===== config.mk =====
export PLATFORM = sky130hd
export DESIGN_NAME = ds3_e3_vc3_demapper
export DESIGN_NICKNAME = d
export VERILOG_FILES = /design/src/include/ds3_e3_demap_pkg.sv /design/src/include/stream_if.sv /design/src/core/two_entry_buffer.sv /design/src/core/ds3_e3_vc3_demapper.sv
export SDC_FILE = /design/constraint.sdc
export NUM_CORES = 2
export LEC_CHECK = 0
export ABC_CLOCK_PERIOD_IN_PS = 29000
export BUFFER_PORTS_ARGS = -buffer_cell sky130_fd_sc_hd__clkbuf_2
export CAP_MARGIN = 20
export CELL_PAD_IN_SITES_DETAIL_PLACEMENT = 1
export CELL_PAD_IN_SITES_GLOBAL_PLACEMENT = 1
export CORE_UTILIZATION = 40
export DETAILED_ROUTE_END_ITERATION = 10
export PLACE_DENSITY_LB_ADDON = 0.1
export SYNTH_ARGS = -nofsm -noshare
export SYNTH_HDL_FRONTEND = slang
export SYNTH_SLANG_ARGS = --single-unit
export TNS_END_PERCENT = 5

===== constraint.sdc =====
create_clock -name ref_clk -period 29 [get_ports ref_clk]
set_input_delay 4.35 -clock ref_clk [delete_from_list [all_inputs] [get_ports ref_clk]]
set_output_delay 4.35 -clock ref_clk [all_outputs]
set_load 0.02 [all_outputs]

===== src/include/ds3_e3_demap_pkg.sv =====
// shared constants, modes and helpers for the ds3/e3 drop-side demapper
package ds3_e3_demap_pkg;

    // ========
    // incoming sts-1 frame geometry
    localparam int SPE_COLS = 87;
    localparam int SPE_ROWS = 9;
    localparam logic [6:0] AU3_STUFF_COL_A = 7'h1d;
    localparam logic [6:0] AU3_STUFF_COL_B = 7'h3a;
    localparam logic [6:0] TUG3_DROP_COLS = 7'h02;

    // ========
    // ds3 row layout, byte index after the vc-3 poh byte
    localparam logic [6:0] DS3_C1_BYTE = 7'h02;
    localparam logic [6:0] DS3_I1_FIRST = 7'h03;
    localparam logic [6:0] DS3_I1_LAST = 7'h1b;
    localparam logic [6:0] DS3_C2_BYTE = 7'h1e;
    localparam logic [6:0] DS3_I2_FIRST = 7'h1f;
    localparam logic [6:0] DS3_I2_LAST = 7'h38;
    localparam logic [6:0] DS3_C3_BYTE = 7'h3b;
    localparam logic [6:0] DS3_I3_FIRST = 7'h3c;
    localparam logic [6:0] DS3_I3_LAST = 7'h55;
    localparam logic [7:0] DS3_C1_INFO_MASK = 8'h1f;
    localparam logic [7:0] DS3_S_MASK = 8'h01;
    localparam logic [2:0] STUFF_VOTE_MIN = 3'h3;

    // ========
    // e3 subframe layout, byte index after the vc-3 poh byte
    localparam logic [1:0] E3_SUB_ROWS = 2'h3;
    localparam logic [6:0] E3_CTRL_BYTE_A = 7'h00;
    localparam logic [6:0] E3_CTRL_BYTE_B = 7'h04;
    localparam logic [6:0] E3_S_BYTE = 7'h08;

    // ========
    // elastic store and output rate
    localparam int FIFO_DEPTH = 54;
    localparam int CLK_RATE_KHZ = 100000;
    localparam int DS3_RATE_KBPS = 44736;
    localparam int E3_RATE_KBPS = 34368;
    localparam logic [31:0] DS3_PHASE_INC = 32'((64'(DS3_RATE_KBPS) << 32) / 64'(CLK_RATE_KHZ));
    localparam logic [31:0] E3_PHASE_INC = 32'((64'(E3_RATE_KBPS) << 32) / 64'(CLK_RATE_KHZ));

    // ========
    // ds3 alarm frame geometry
    localparam logic [6:0] AIS_BLOCK_LAST = 7'h54;
    localparam logic [2:0] AIS_BLOCK_COUNT_LAST = 3'h7;
    localparam logic [2:0] AIS_SUBFRAME_LAST = 3'h6;

    // ========
    // event bits and output routing
    localparam int IRQ_W = 6;
    localparam int IRQ_SPE_INC = 0;
    localparam int IRQ_SPE_DEC = 1;
    localparam int IRQ_TU3_INC = 2;
    localparam int IRQ_TU3_DEC = 3;
    localparam int IRQ_FIFO_OVR = 4;
    localparam int IRQ_FIFO_UDR = 5;
    localparam logic [1:0] ROUTE_FRAMER = 2'h0;
    localparam logic [1:0] ROUTE_SYSBUS = 2'h1;
    localparam logic [1:0] ROUTE_M13 = 2'h2;

    typedef enum logic [3:0] {
        MODE_AU3_DS3 = 4'b0001,
        MODE_AU3_E3 = 4'b0010,
        MODE_TUG3_DS3 = 4'b0100,
        MODE_TUG3_E3 = 4'b1000
    } demap_mode_t;

    // ========
    // helpers
    function automatic logic [2:0] addTwo(input logic [2:0] v, input logic b1, input logic b0);
        return v + {2'h0, b1} + {2'h0, b0};
    endfunction : addTwo

    function automatic logic stuffVote(input logic [2:0] ones);
        return ones >= STUFF_VOTE_MIN;
    endfunction : stuffVote

    // ds3 alarm bit: overhead bit at index 0 of each 85-bit block, else 1010 data
    function automatic logic aisPattern(input logic [6:0] bitIdx, input logic [2:0] blk, input logic [2:0] sub);
        if (bitIdx != 7'h00) begin
            return bitIdx[0];
        end
        if (blk == 3'h0) begin
            return (sub <= 3'h1) || (sub == 3'h5);
        end
        if (blk[0]) begin
            return (blk == 3'h1) || (blk == 3'h7);
        end
        return 1'b0;
    endfunction : aisPattern

endpackage : ds3_e3_demap_pkg


===== src/include/stream_if.sv =====
// byte stream carrier with valid and ready between the demapper's own modules
interface stream_if #(parameter int W = 8);
    logic [W-1:0] data;
    logic valid;
    logic ready;
    modport src(output data, output valid, input ready);
    modport snk(input data, input valid, output ready);
endinterface : stream_if


===== src/core/two_entry_buffer.sv =====
// two-entry skid buffer between the byte assembler and the elastic store
module two_entry_buffer #(
    parameter int W = 8
) (
    input wire logic ref_clk, // system clock
    input wire logic rst_n, // synchronous reset, active low
    input wire logic flush, // drop both entries
    stream_if.snk fillSide, // bytes in
    stream_if.src drainSide // bytes out
);
    typedef struct packed {
        logic [W-1:0] e0;
        logic [W-1:0] e1;
        logic [1:0] cnt;
    } buf_state_t;

    buf_state_t q;
    buf_state_t d;

    // ========
    // handshake straight from the fill count
    assign fillSide.ready = (q.cnt != 2'h2);
    assign drainSide.valid = (q.cnt != 2'h0);
    assign drainSide.data = q.e0;

    // pop shifts first so a push that pops the last entry in the same cycle lands in e0; a full buffer refuses pushes
    always_comb begin
        d = q;
        if (drainSide.valid && drainSide.ready) begin
            d.e0 = q.e1;
            d.cnt = q.cnt - 2'h1;
        end
        if (fillSide.valid && fillSide.ready) begin
            if (d.cnt == 2'h0) begin
                d.e0 = fillSide.data;
            end else begin
                d.e1 = fillSide.data;
            end
            d.cnt = d.cnt + 2'h1;
        end
        if (flush) begin
            d = '0;
        end
    end

    always_ff @(posedge ref_clk) begin
        if (!rst_n) begin
            q <= '0;
        end else begin
            q <= d;
        end
    end
endmodule : two_entry_buffer


===== src/core/ds3_e3_vc3_demapper.sv =====
// drop-side demapper: sts-1 / tug3 bytes in, serial ds3 or e3 bits out
// Notes on behaviour
// - one independent lane; three copies per device
// - carriage bit plus payload type pick mode
// - latch pointer justification events for software
// - au3 drops two fixed stuff columns
// - tug3 drops poh column and pointer column
// - payload parse always on vc-3 bytes
// - ds3 row of vc-3 is own subframe
// - row gives info, control, opportunity, overhead
// - overhead channel bits never extracted
// - three of five ones makes stuff
// - fixed byte order inside each ds3 row
// - stream to framer, system bus or m13
// - ds3 output at 44.736 mbps nominal
// - e3 three-row subframes, two votes each
// - defect or force gives alarm payload
// - bytes into 54-byte store, irqs, reset
module ds3_e3_vc3_demapper #(
    parameter int DEPTH = ds3_e3_demap_pkg::FIFO_DEPTH
) (
    input wire logic ref_clk, // system clock, 100 mhz
    input wire logic rst_n, // synchronous reset, active low
    input wire logic [7:0] speByte, // incoming sts-1 byte
    input wire logic speValid, // speByte carries an spe byte
    input wire logic speFrameStart, // this byte is row 0 column 0
    input wire logic speCarriageSelect, // 1 au3, 0 tug3
    input wire logic e3Select, // 1 e3, 0 ds3
    input wire logic speIncIn, // spe positive justification seen
    input wire logic speDecIn, // spe negative justification seen
    input wire logic tu3IncIn, // tu3 positive justification seen
    input wire logic tu3DecIn, // tu3 negative justification seen
    input wire logic sonetDefect, // upstream defect level
    input wire logic forceAlarmPayload, // force alarm payload
    input wire logic elasticFifoSoftReset, // clear store and pipe
    input wire logic [1:0] routeSelect, // secondary destination
    input wire logic [ds3_e3_demap_pkg::IRQ_W-1:0] irqAck, // write-one clear of events
    input wire logic [ds3_e3_demap_pkg::IRQ_W-1:0] irqMask, // 1 lets event reach blockIrq
    output logic recoveredSerialPayloadOut, // serial payload to framer
    output logic recoveredPayloadValid, // qualifies the bit above
    output logic systemTributaryBusBit, // copy to system bus
    output logic systemTributaryBusValid, // qualifies system bus copy
    output logic m13DemuxBit, // copy to m13 demux
    output logic m13DemuxValid, // qualifies m13 copy
    output logic [ds3_e3_demap_pkg::IRQ_W-1:0] irqStatus, // sticky event bits
    output logic elasticFifoOverflowIrq, // sticky overflow
    output logic elasticFifoUnderflowIrq, // sticky underflow
    output logic blockIrq, // masked or of events
    output logic [6:0] fifoLevel // bytes held in store
);
    import ds3_e3_demap_pkg::*;
    localparam int PW = $clog2(DEPTH);
    localparam int LW = 7;

    // whole lane state; copies of this module never share anything
    typedef struct packed {
        logic framed;
        logic [6:0] col;
        logic [3:0] row;
        logic [2:0] cVote;
        logic [2:0] c1Vote;
        logic [2:0] c2Vote;
        logic [7:0] asmAcc;
        logic [3:0] asmCnt;
        logic [7:0] wrByte;
        logic wrValid;
        logic [DEPTH-1:0][7:0] mem;
        logic [PW-1:0] wp;
        logic [PW-1:0] rp;
        logic [LW-1:0] level;
        logic [7:0] serReg;
        logic [2:0] serCnt;
        logic [31:0] phase;
        logic [6:0] aisBit;
        logic [2:0] aisBlk;
        logic [2:0] aisSub;
        logic outBit;
        logic outValid;
        logic [IRQ_W-1:0] irq;
    } lane_state_t;

    lane_state_t q;
    lane_state_t d;
    demap_mode_t mode;
    logic isAu3;
    logic isE3;

    stream_if #(.W(8)) fillPath();
    stream_if #(.W(8)) drainPath();

    // ========
    // mode decode
    always_comb begin
        unique case ({speCarriageSelect, e3Select})
            2'b10: mode = MODE_AU3_DS3;
            2'b11: mode = MODE_AU3_E3;
            2'b00: mode = MODE_TUG3_DS3;
            2'b01: mode = MODE_TUG3_E3;
        endcase
    end
    assign isAu3 = (mode == MODE_AU3_DS3) || (mode == MODE_AU3_E3);
    assign isE3 = (mode == MODE_AU3_E3) || (mode == MODE_TUG3_E3);

    // ========
    // skid buffer in front of the elastic store
    assign fillPath.data = q.wrByte;
    assign fillPath.valid = q.wrValid;
    assign drainPath.ready = (q.level < LW'(DEPTH)) && !elasticFifoSoftReset;

    two_entry_buffer #(.W(8)) u_skid (
        .ref_clk(ref_clk),
        .rst_n(rst_n),
        .flush(elasticFifoSoftReset),
        .fillSide(fillPath),
        .drainSide(drainPath)
    );

    // ========
    // next-state logic of the lane
    always_comb begin
        logic [6:0] curCol;
        logic [3:0] curRow;
        logic [6:0] vcol;
        logic [6:0] k;
        logic inVc;
        logic [7:0] mask;
        logic [1:0] sr;
        logic [7:0] acc;
        logic [3:0] n;
        logic [32:0] sum;
        logic fifoWr;
        logic fifoRd;
        logic [7:0] rdByte;
        logic [IRQ_W-1:0] ev;
        curCol = speFrameStart ? 7'h00 : q.col;
        curRow = speFrameStart ? 4'h0 : q.row;
        vcol = 7'h00;
        k = 7'h00;
        inVc = 1'b0;
        mask = 8'h00;
        sr = 2'(curRow % 4'h3);
        acc = q.asmAcc;
        n = q.asmCnt;
        sum = 33'h0;
        fifoWr = 1'b0;
        fifoRd = 1'b0;
        rdByte = 8'h00;
        ev = '0;
        d = q;
        d.wrValid = 1'b0;
        d.outValid = 1'b0;

        // frame position; nothing counts before the first frame start
        if (speValid && (speFrameStart || q.framed)) begin
            d.framed = 1'b1;
            if (curCol == 7'(SPE_COLS - 1)) begin
                d.col = 7'h00;
                d.row = (curRow == 4'(SPE_ROWS - 1)) ? 4'h0 : curRow + 4'h1;
            end else begin
                d.col = curCol + 7'h01;
                d.row = curRow;
            end
            // strip the carriage down to the vc-3
            if (isAu3) begin
                inVc = (curCol != AU3_STUFF_COL_A) && (curCol != AU3_STUFF_COL_B);
                vcol = curCol - ((curCol > AU3_STUFF_COL_B) ? 7'h02 : (curCol > AU3_STUFF_COL_A) ? 7'h01 : 7'h00);
            end else begin
                inVc = curCol >= TUG3_DROP_COLS;
                vcol = curCol - TUG3_DROP_COLS;
            end
            // vc-3 poh byte carries no payload
            inVc = inVc && (vcol != 7'h00);
            k = vcol - 7'h01;
        end

        // payload parse on the vc-3 byte index
        if (inVc && !isE3) begin
            if (k == DS3_C1_BYTE) begin
                mask = DS3_C1_INFO_MASK;
                d.cVote = {2'h0, speByte[5]};
            end else if (k == DS3_C2_BYTE) begin
                d.cVote = addTwo(q.cVote, speByte[7], speByte[6]);
            end else if (k == DS3_C3_BYTE) begin
                // overhead channel pair and fixed bit stay masked off
                d.cVote = addTwo(q.cVote, speByte[7], speByte[6]);
                mask = stuffVote(d.cVote) ? 8'h00 : DS3_S_MASK;
            end else if ((k >= DS3_I1_FIRST && k <= DS3_I1_LAST) || (k >= DS3_I2_FIRST && k <= DS3_I2_LAST) ||
                         (k >= DS3_I3_FIRST && k <= DS3_I3_LAST)) begin
                mask = 8'hff;
            end
        end else if (inVc) begin
            if (k[1:0] != 2'h0) begin
                mask = 8'hff;
            end else if (k == E3_CTRL_BYTE_A && sr == 2'h0) begin
                d.c1Vote = {2'h0, speByte[1]};
                d.c2Vote = {2'h0, speByte[0]};
            end else if (k == E3_CTRL_BYTE_A || (k == E3_CTRL_BYTE_B && sr != E3_SUB_ROWS - 2'h1)) begin
                d.c1Vote = addTwo(q.c1Vote, speByte[1], 1'b0);
                d.c2Vote = addTwo(q.c2Vote, speByte[0], 1'b0);
            end else if (k == E3_S_BYTE && sr == E3_SUB_ROWS - 2'h1) begin
                mask = {6'h00, !stuffVote(q.c1Vote), !stuffVote(q.c2Vote)};
            end
        end

        // pack surviving bits msb first into bytes; stuff never enters
        for (int i = 7; i >= 0; i--) begin
            if (mask[i]) begin
                acc = {acc[6:0], speByte[i]};
                n = n + 4'h1;
                if (n == 4'h8) begin
                    d.wrByte = acc;
                    d.wrValid = 1'b1;
                    n = 4'h0;
                end
            end
        end
        d.asmAcc = acc;
        d.asmCnt = n;

        // incoming stream cannot stall, so a refused byte is lost
        if (q.wrValid && !fillPath.ready) begin
            ev[IRQ_FIFO_OVR] = 1'b1;
        end
        fifoWr = drainPath.valid && drainPath.ready;
        if (fifoWr) begin
            d.mem[q.wp] = drainPath.data;
            d.wp = (q.wp == PW'(DEPTH - 1)) ? '0 : q.wp + PW'(1);
        end

        // fixed-rate bit tick; rate tracking comes only from stuff decisions
        sum = {1'b0, q.phase} + {1'b0, (isE3 ? E3_PHASE_INC : DS3_PHASE_INC)};
        d.phase = sum[31:0];
        if (sum[32]) begin
            if (sonetDefect || forceAlarmPayload) begin
                d.outBit = isE3 ? 1'b1 : aisPattern(q.aisBit, q.aisBlk, q.aisSub);
                d.outValid = 1'b1;
                if (q.aisBit == AIS_BLOCK_LAST) begin
                    d.aisBit = 7'h00;
                    if (q.aisBlk == AIS_BLOCK_COUNT_LAST) begin
                        d.aisBlk = 3'h0;
                        d.aisSub = (q.aisSub == AIS_SUBFRAME_LAST) ? 3'h0 : q.aisSub + 3'h1;
                    end else begin
                        d.aisBlk = q.aisBlk + 3'h1;
                    end
                end else begin
                    d.aisBit = q.aisBit + 7'h01;
                end
            end else if (q.serCnt != 3'h0) begin
                d.outBit = q.serReg[7];
                d.serReg = {q.serReg[6:0], 1'b0};
                d.serCnt = q.serCnt - 3'h1;
                d.outValid = 1'b1;
            end else if (q.level != '0) begin
                rdByte = q.mem[q.rp];
                fifoRd = 1'b1;
                d.rp = (q.rp == PW'(DEPTH - 1)) ? '0 : q.rp + PW'(1);
                d.outBit = rdByte[7];
                d.serReg = {rdByte[6:0], 1'b0};
                d.serCnt = 3'h7;
                d.outValid = 1'b1;
            end else begin
                ev[IRQ_FIFO_UDR] = 1'b1;
            end
        end
        d.level = q.level + LW'(fifoWr) - LW'(fifoRd);

        // software clear of the store empties every stage behind it
        if (elasticFifoSoftReset) begin
            d.wp = '0;
            d.rp = '0;
            d.level = '0;
            d.serCnt = 3'h0;
            d.asmCnt = 4'h0;
            d.wrValid = 1'b0;
        end

        // sticky events; a new event beats a same-cycle acknowledge
        ev[IRQ_SPE_INC] = speIncIn;
        ev[IRQ_SPE_DEC] = speDecIn;
        ev[IRQ_TU3_INC] = tu3IncIn;
        ev[IRQ_TU3_DEC] = tu3DecIn;
        d.irq = (q.irq & ~irqAck) | ev;
    end

    // one register for the whole lane, independent per copy
    always_ff @(posedge ref_clk) begin
        if (!rst_n) begin
            q <= '0;
        end else begin
            q <= d;
        end
    end

    // ========
    // outputs
    assign recoveredSerialPayloadOut = q.outBit;
    assign recoveredPayloadValid = q.outValid;
    assign systemTributaryBusBit = q.outBit;
    assign systemTributaryBusValid = q.outValid && (routeSelect == ROUTE_SYSBUS);
    assign m13DemuxBit = q.outBit;
    // m13 demux only makes sense on a ds3
    assign m13DemuxValid = q.outValid && (routeSelect == ROUTE_M13) && !isE3;
    assign irqStatus = q.irq;
    assign elasticFifoOverflowIrq = q.irq[IRQ_FIFO_OVR];
    assign elasticFifoUnderflowIrq = q.irq[IRQ_FIFO_UDR];
    assign blockIrq = |(q.irq & irqMask);
    assign fifoLevel = q.level;
endmodule : ds3_e3_vc3_demapper


* After elaboration in Yosys (flattened, before gate mapping)
Cells that the tools add are included.
** Word-level totals
- Latch bits :: 0
- Register bits after elaboration :: 574
- Output and inout port bits :: 22
- ROM bits :: 0
- Logic and storage cells :: 347
- Memories :: 0
- Memory bits (writable) :: 0
** Cells by class
- Equality and inequality tests :: 35
- Mux-type cells :: 118
- Divide/modulo/power cells :: 1
- Reductions and logical operators :: 59
- $lt $le $gt $ge :: 17
- Add/subtract/negate cells :: 28
- Bitwise operators :: 10
- Shift operators :: 0
- Multipliers :: 0
** Operator list (number)
- bitwise mux 432 bit :: 1
- 2-to-1 mux 9 bit :: 16
- 2-to-1 mux 8 bit :: 12
- 2-to-1 mux 7 bit :: 13
- 2-to-1 mux 4 bit :: 18
- binary-select mux 8 bit (select 6 bit) :: 1
- demux 8 bit (select 6 bit) :: 1
- equality test 4 bit (second input constant) :: 10
- adder 4 x 1 -> 4 bit (second input constant) :: 9
- adder 32 x 31 -> 33 bit :: 1
- 2-to-1 mux 1 bit :: 33
- 2-to-1 mux 11 bit :: 3
- 2-to-1 mux 30 bit :: 1
- 2-to-1 mux 6 bit :: 4
- nonzero test 7 bit :: 3
- logical AND 1 bit :: 18
- 2-to-1 mux 18 bit :: 1
- 2-to-1 mux 2 bit :: 8
- one-hot mux 4 bit (4 select lines) :: 1
- 2-to-1 mux 3 bit :: 5
- adder 7 x 1 -> 7 bit (second input constant) :: 2
- equality test 7 bit (second input constant) :: 2
- greater-or-equal comparator 7 x 2 -> 1 bit (second input constant) :: 2
- less-than comparator 6 x 7 -> 1 bit (second input constant) :: 2
- 54 further kinds :: 101

* Longest topological paths before layout
- Depth in word-level cells :: 47
- Mapped depth :: 48
- Depth with buffers taken out :: 46

* Hierarchy
A second synthesis with hierarchy kept.
** Unflattened totals
- Cells, all modules :: 3060
- Area total of the unflattened synthesis :: 29131.7 µm²
** Modules (own cells, without submodules)
- ds3_e3_vc3_demapper :: sequential area each 11110.7 µm², area an instance 28250.8 µm², cells each 2969, times used 1
- two_entry_buffer :: sequential area each 360.3 µm², area an instance 880.8 µm², cells each 91, times used 1

* Worst setup path after synthesis
Ideal clock, no wire load.
- Kind :: input to register
- From :: in speFrameStart
- To :: reg q, in the netlist fillPath.data[7]
- Cell stages on the path :: 44
- Path slack :: 16.120 ns
- Setup time :: 0.086 ns
- Data arrival time :: 12.795 ns
- Path through :: buf_4 nand2b_1 ha_1 nor2_1 o2111ai_1 a21oi_1 nor3_1 ha_1 fa_1 nand2_1 o21ai_0 ha_1 a21o_1 or3_1 o22ai_1 a211oi_1 o22a_1 o31ai_4 (+8 left out) nand2_1 nand2_1 ha_1 o21a_1 ha_1 o21a_1 ha_1 o21a_1 ha_1 nor2_1 a31oi_1 ha_1 inv_1 xnor2_1 nor3b_2 o2111ai_1 o211a_1 a211oi_1
** Between the ends
- Longest elaborated chain between the ends :: 47
- Elaborated cells on any way between the ends :: 109
- Classes of those cells :: add/sub (10); div (1); order compare (9); eq/ne (16); mux (55); reduce/logical (18)
** Ends and longest elaborated chain
- start, declared :: RTL line ds3_e3_vc3_demapper.sv:26 : input wire logic speFrameStart,
- 2-to-1 mux 7 bit :: RTL line ds3_e3_vc3_demapper.sv:135 : curCol = speFrameStart ? 7'h00 : q.col;
- > comparator 7 x 5 -> 1 bit :: RTL line ds3_e3_vc3_demapper.sv:166 : vcol = curCol - ((curCol > AU3_STUFF_COL_B) ? 7'h02 : (curCol > AU3_STUFF_COL_A) ? 7'h01 : 7'h00);
- 2-to-1 mux 1 bit :: RTL line ds3_e3_vc3_demapper.sv:166
- 2-to-1 mux 2 bit :: RTL line ds3_e3_vc3_demapper.sv:166
- subtractor 7 x 2 -> 7 bit :: RTL line ds3_e3_vc3_demapper.sv:166
- 2-to-1 mux 7 bit :: RTL line ds3_e3_vc3_demapper.sv:164 : if (isAu3) begin
- 2-to-1 mux 7 bit :: RTL line ds3_e3_vc3_demapper.sv:154 : if (speValid && (speFrameStart || q.framed)) begin
- subtractor 7 x 1 -> 7 bit :: RTL line ds3_e3_vc3_demapper.sv:173 : k = vcol - 7'h01;
- (+31 left out)
- adder 4 x 1 -> 4 bit :: RTL line ds3_e3_vc3_demapper.sv:209 : n = n + 4'h1;
- equality test 4 bit :: RTL line ds3_e3_vc3_demapper.sv:210 : if (n == 4'h8) begin
- 2-to-1 mux 4 bit :: RTL line ds3_e3_vc3_demapper.sv:210
- 2-to-1 mux 4 bit :: RTL line ds3_e3_vc3_demapper.sv:207 : if (mask[i]) begin
- adder 4 x 1 -> 4 bit :: RTL line ds3_e3_vc3_demapper.sv:209
- equality test 4 bit :: RTL line ds3_e3_vc3_demapper.sv:210
- 2-to-1 mux 9 bit :: RTL line ds3_e3_vc3_demapper.sv:210
- 2-to-1 mux 9 bit * :: RTL line ds3_e3_vc3_demapper.sv:207
- end signal, assigned :: RTL line ds3_e3_vc3_demapper.sv:288 : q <= '0;
- end signal, assigned :: RTL line ds3_e3_vc3_demapper.sv:290 : q <= d;
- end, declared :: RTL line ds3_e3_vc3_demapper.sv:82 : lane_state_t q;
Every way passes the cells marked *; elsewhere a longest branch is shown, timed or not. The select of a mux whose other input is x is not followed.
A chain may end at the register's enable or synchronous reset.

* Worst setup path after layout
Same ends and word-level chain as after synthesis.

==> flow_summary.ini <==
[status]
status = finished, final reports clean

[placed_design]
io_buffers = 56
routabilityCongestion = 0.877
place_hpwl_mm = 59.9

[yosys]
async_reset_ff_frac = 0
synth_ff_type = dfxtp_1
ys.warnings.count = 0
synth_cell_types = 112
synth_compound_area_frac = 0.125
synth-simple-area-share = 0.187
avgSynthCellArea_um2 = 8.96
synthMuxAreaShare = 0.200
synth-xor-area-share = 0.0204
syn_inst = 3293
synth-edff-count = 0
synth_top_family_by_area = multiplexers
synth.ff_latch_count = 573
syn_area_um2 = 29500
synthesis.nets = 3402
synth_adder_area_share = 0.0321
synth_seq_area_share = 0.389

[finish]
drive_gt1_frac = 0.132
final_cell_mix = 562 x dfxtp_1, 458 x nor2_1, 339 x nand2_1
final_core_util = 0.446
nFillCells = 8294
mostFrequentLayoutCell = dfxtp_1
finalNetCount = 3318
antenna_cells = 0
seq_area_um2 = 11500
areaGrowthSynthToFinish_pct = 10.3
multi_input_area_um2 = 16700

[timing]
period_minus_slack_ns = 14.47
slew_headroom = 0.266
period_share = 0.499
fin_worst_skew_ns = 0.0166
fmax_mhz = 69.1
tns_ns = 0
rsz0062_at_grt = false
drv_slew = 0
setup_violations = 0
worstMarginPinSlew_ns = 1.10
hold_viol = 0

[floorplanning]
die_h_um = 274
start_util = 0.404
core_um2 = 73000
io_pins = 57
rows = 99
dieWidth_um = 274
dieArea_um2 = 74900

[run]
maxCapViolCount = 0

[clock_network]
post-cts-setup-buffers = 0
numCtsBuffers = 69
clkTransAtPathRegs_ns = 0.06
clkLatencyLatePin_ns = 0.61
cts_resized = 0
cts_root_buf = clkbuf_16
cts.sinks = 573
cts_tree = done
h-tree-depth = 3
holdBufCountCts = 0
cts_buffer_depth = 3

[grt]
busiest_layer = met2
grt-ovfl-total = 0
grt_antenna_before_repair = 1
grt_pass1_vias = 25600
grt_pass1_wl_mm = 148
grtUsageTotal = 0.248
grt.met3_usage = 0.0325
met1_usage = 0.324
grt.met2_usage = 0.430
grt_max_degree = 164

[detailed_routing]
vias = 24400
drt-total-wl_mm = 92.7
drt_first_iter_violations = 1381
viasPerCell = 5.77
remaining_drc_errors = 0
final_antenna_net_count = 0
drtPass1Iterations = 5
routedWlPerCell_um = 22.0

[pwr]
p_leak_nw = 11.3
power.density_nw_per_um2 = 56.8
ir_drop_uv = 47.1

[worst_setup_path]
critPathCaptureType = flip-flop
cp_common_cell = ha_1
path_max_fanout = 32
criticalPathCategory = in2reg
critical_path.slowest_cell = nor2_2
cp-start-kind = input port
slowest_delay_ns = 0.67
cp.arrival_ns = 14.99
cp.required_ns = 29.52

[hold_path]
hold_class = reg2reg
report_power, final:
group / total [mW] / internal (mW) / switching [mW]
registers: 0.819 / 0.805 / 0.0135
logic: 0.176 / 0.0673 / 0.109
clock network: 0.854 / 0.501 / 0.353
critical path, delay by kind of cell:
kind            cells  cell delay [ns]
fa+ha+maj          10             3.00
simple gates       13             2.71
compound gates     12             2.67
buf+inv             5             1.03
mux                 2             0.76
xor+xnor            2             0.40
registers in the layout, summed over array words and instances, names as in the netlist:
signal	cells
m13DemuxBit	1
u_skid.q	10
u_skid.drainSide.data	8
irqStatus	6
q	531
recoveredPayloadValid	1
fillPath.valid	1
fifoLevel	7
fillPath.data	8
cell families (layout without fill, tap and decap cells):
family          after synthesis  after routing
simple gates               1239           1239
compound gates              579            579
flops                       573            573
mux                         431            431
buf+inv                     331            297
fa+ha+maj                    74             74
xor+xnor                     66             66
stage by stage:
| stage | area, um2 | std cells | power (mW) | setup slack, ns | hold slack (ns) |
|---|---|---|---|---|---|
| finish | 32600 | 4218 | 1.85 | 14.53 | 0.453 |
| detailed placement | 30300 | 4093 | 1.01 | 14.01 | 0.446 |
| global placement | 30300 | 4088 | 1.00 | 14.29 | 0.438 |
| global route | 32600 | 4218 | 1.93 | 13.62 | 0.472 |
| floorplan | 29500 | 3293 | 0.970 | 16.12 | 0.433 |
| CTS | 32500 | 4214 | 1.87 | 14.59 | 0.454 |
synth_stat cells (all sizes together) (7+ instances only):
library cell	count	area [um2]
or2	10	65.1
and3	7	43.8
ha	71	888
clkbuf	210	788
nand2	340	1280
mux4	125	2820
inv	65	246
nor3	44	225
nand3	244	1220
a31oi	12	87.6
xor2	28	260
nor3b	8	65.1
nand2b	19	126
o21bai	8	63.8
mux2i	295	2950
nor4	12	81.3
xnor2	38	340
nand4	18	128
a211oi	40	318
o221ai	7	67.6
nand3b	9	71.3
dfxtp	573	11500
o21a	9	67.6
o21ai	56	299
a211o	7	61.3
or3	9	56.3
buf	54	333
a21oi	310	1560
mux2	11	124
and2	22	141
nor2b	11	68.8
nor2	460	1730
o22ai	12	81.3
o2111ai	8	70.1
a21o	16	120
o211ai	15	126
a311oi	12	111
routing by layer:
layer  up-vias  routed length, um
li1      11500                  -
met1     12300              41900
met2       402              45800
met4         2               1700
met5         -                 11
met3       109               3270
worst paths after layout:
path                            cells past startpoint                to           from  slack, ns
worst max-delay path                               44  fillPath.data[7]  speFrameStart      14.53
worst min-delay path                                2            q[162]         q[162]       0.45
worst max register to register                     42  fillPath.data[7]         q[551]      18.29
worst min register to register                      2            q[162]         q[162]       0.45
cell type report:
class                      count  share of cell area
clock buffer                  98              0.0617
clock inverter                23             0.00607
inverter                      67             0.00803
multi-input combinational   2389               0.513
sequential                   573               0.353
tap                          959              0.0369
timing repair buffer         109              0.0209
No activity file was read; power rests on OpenSTA's default activity.
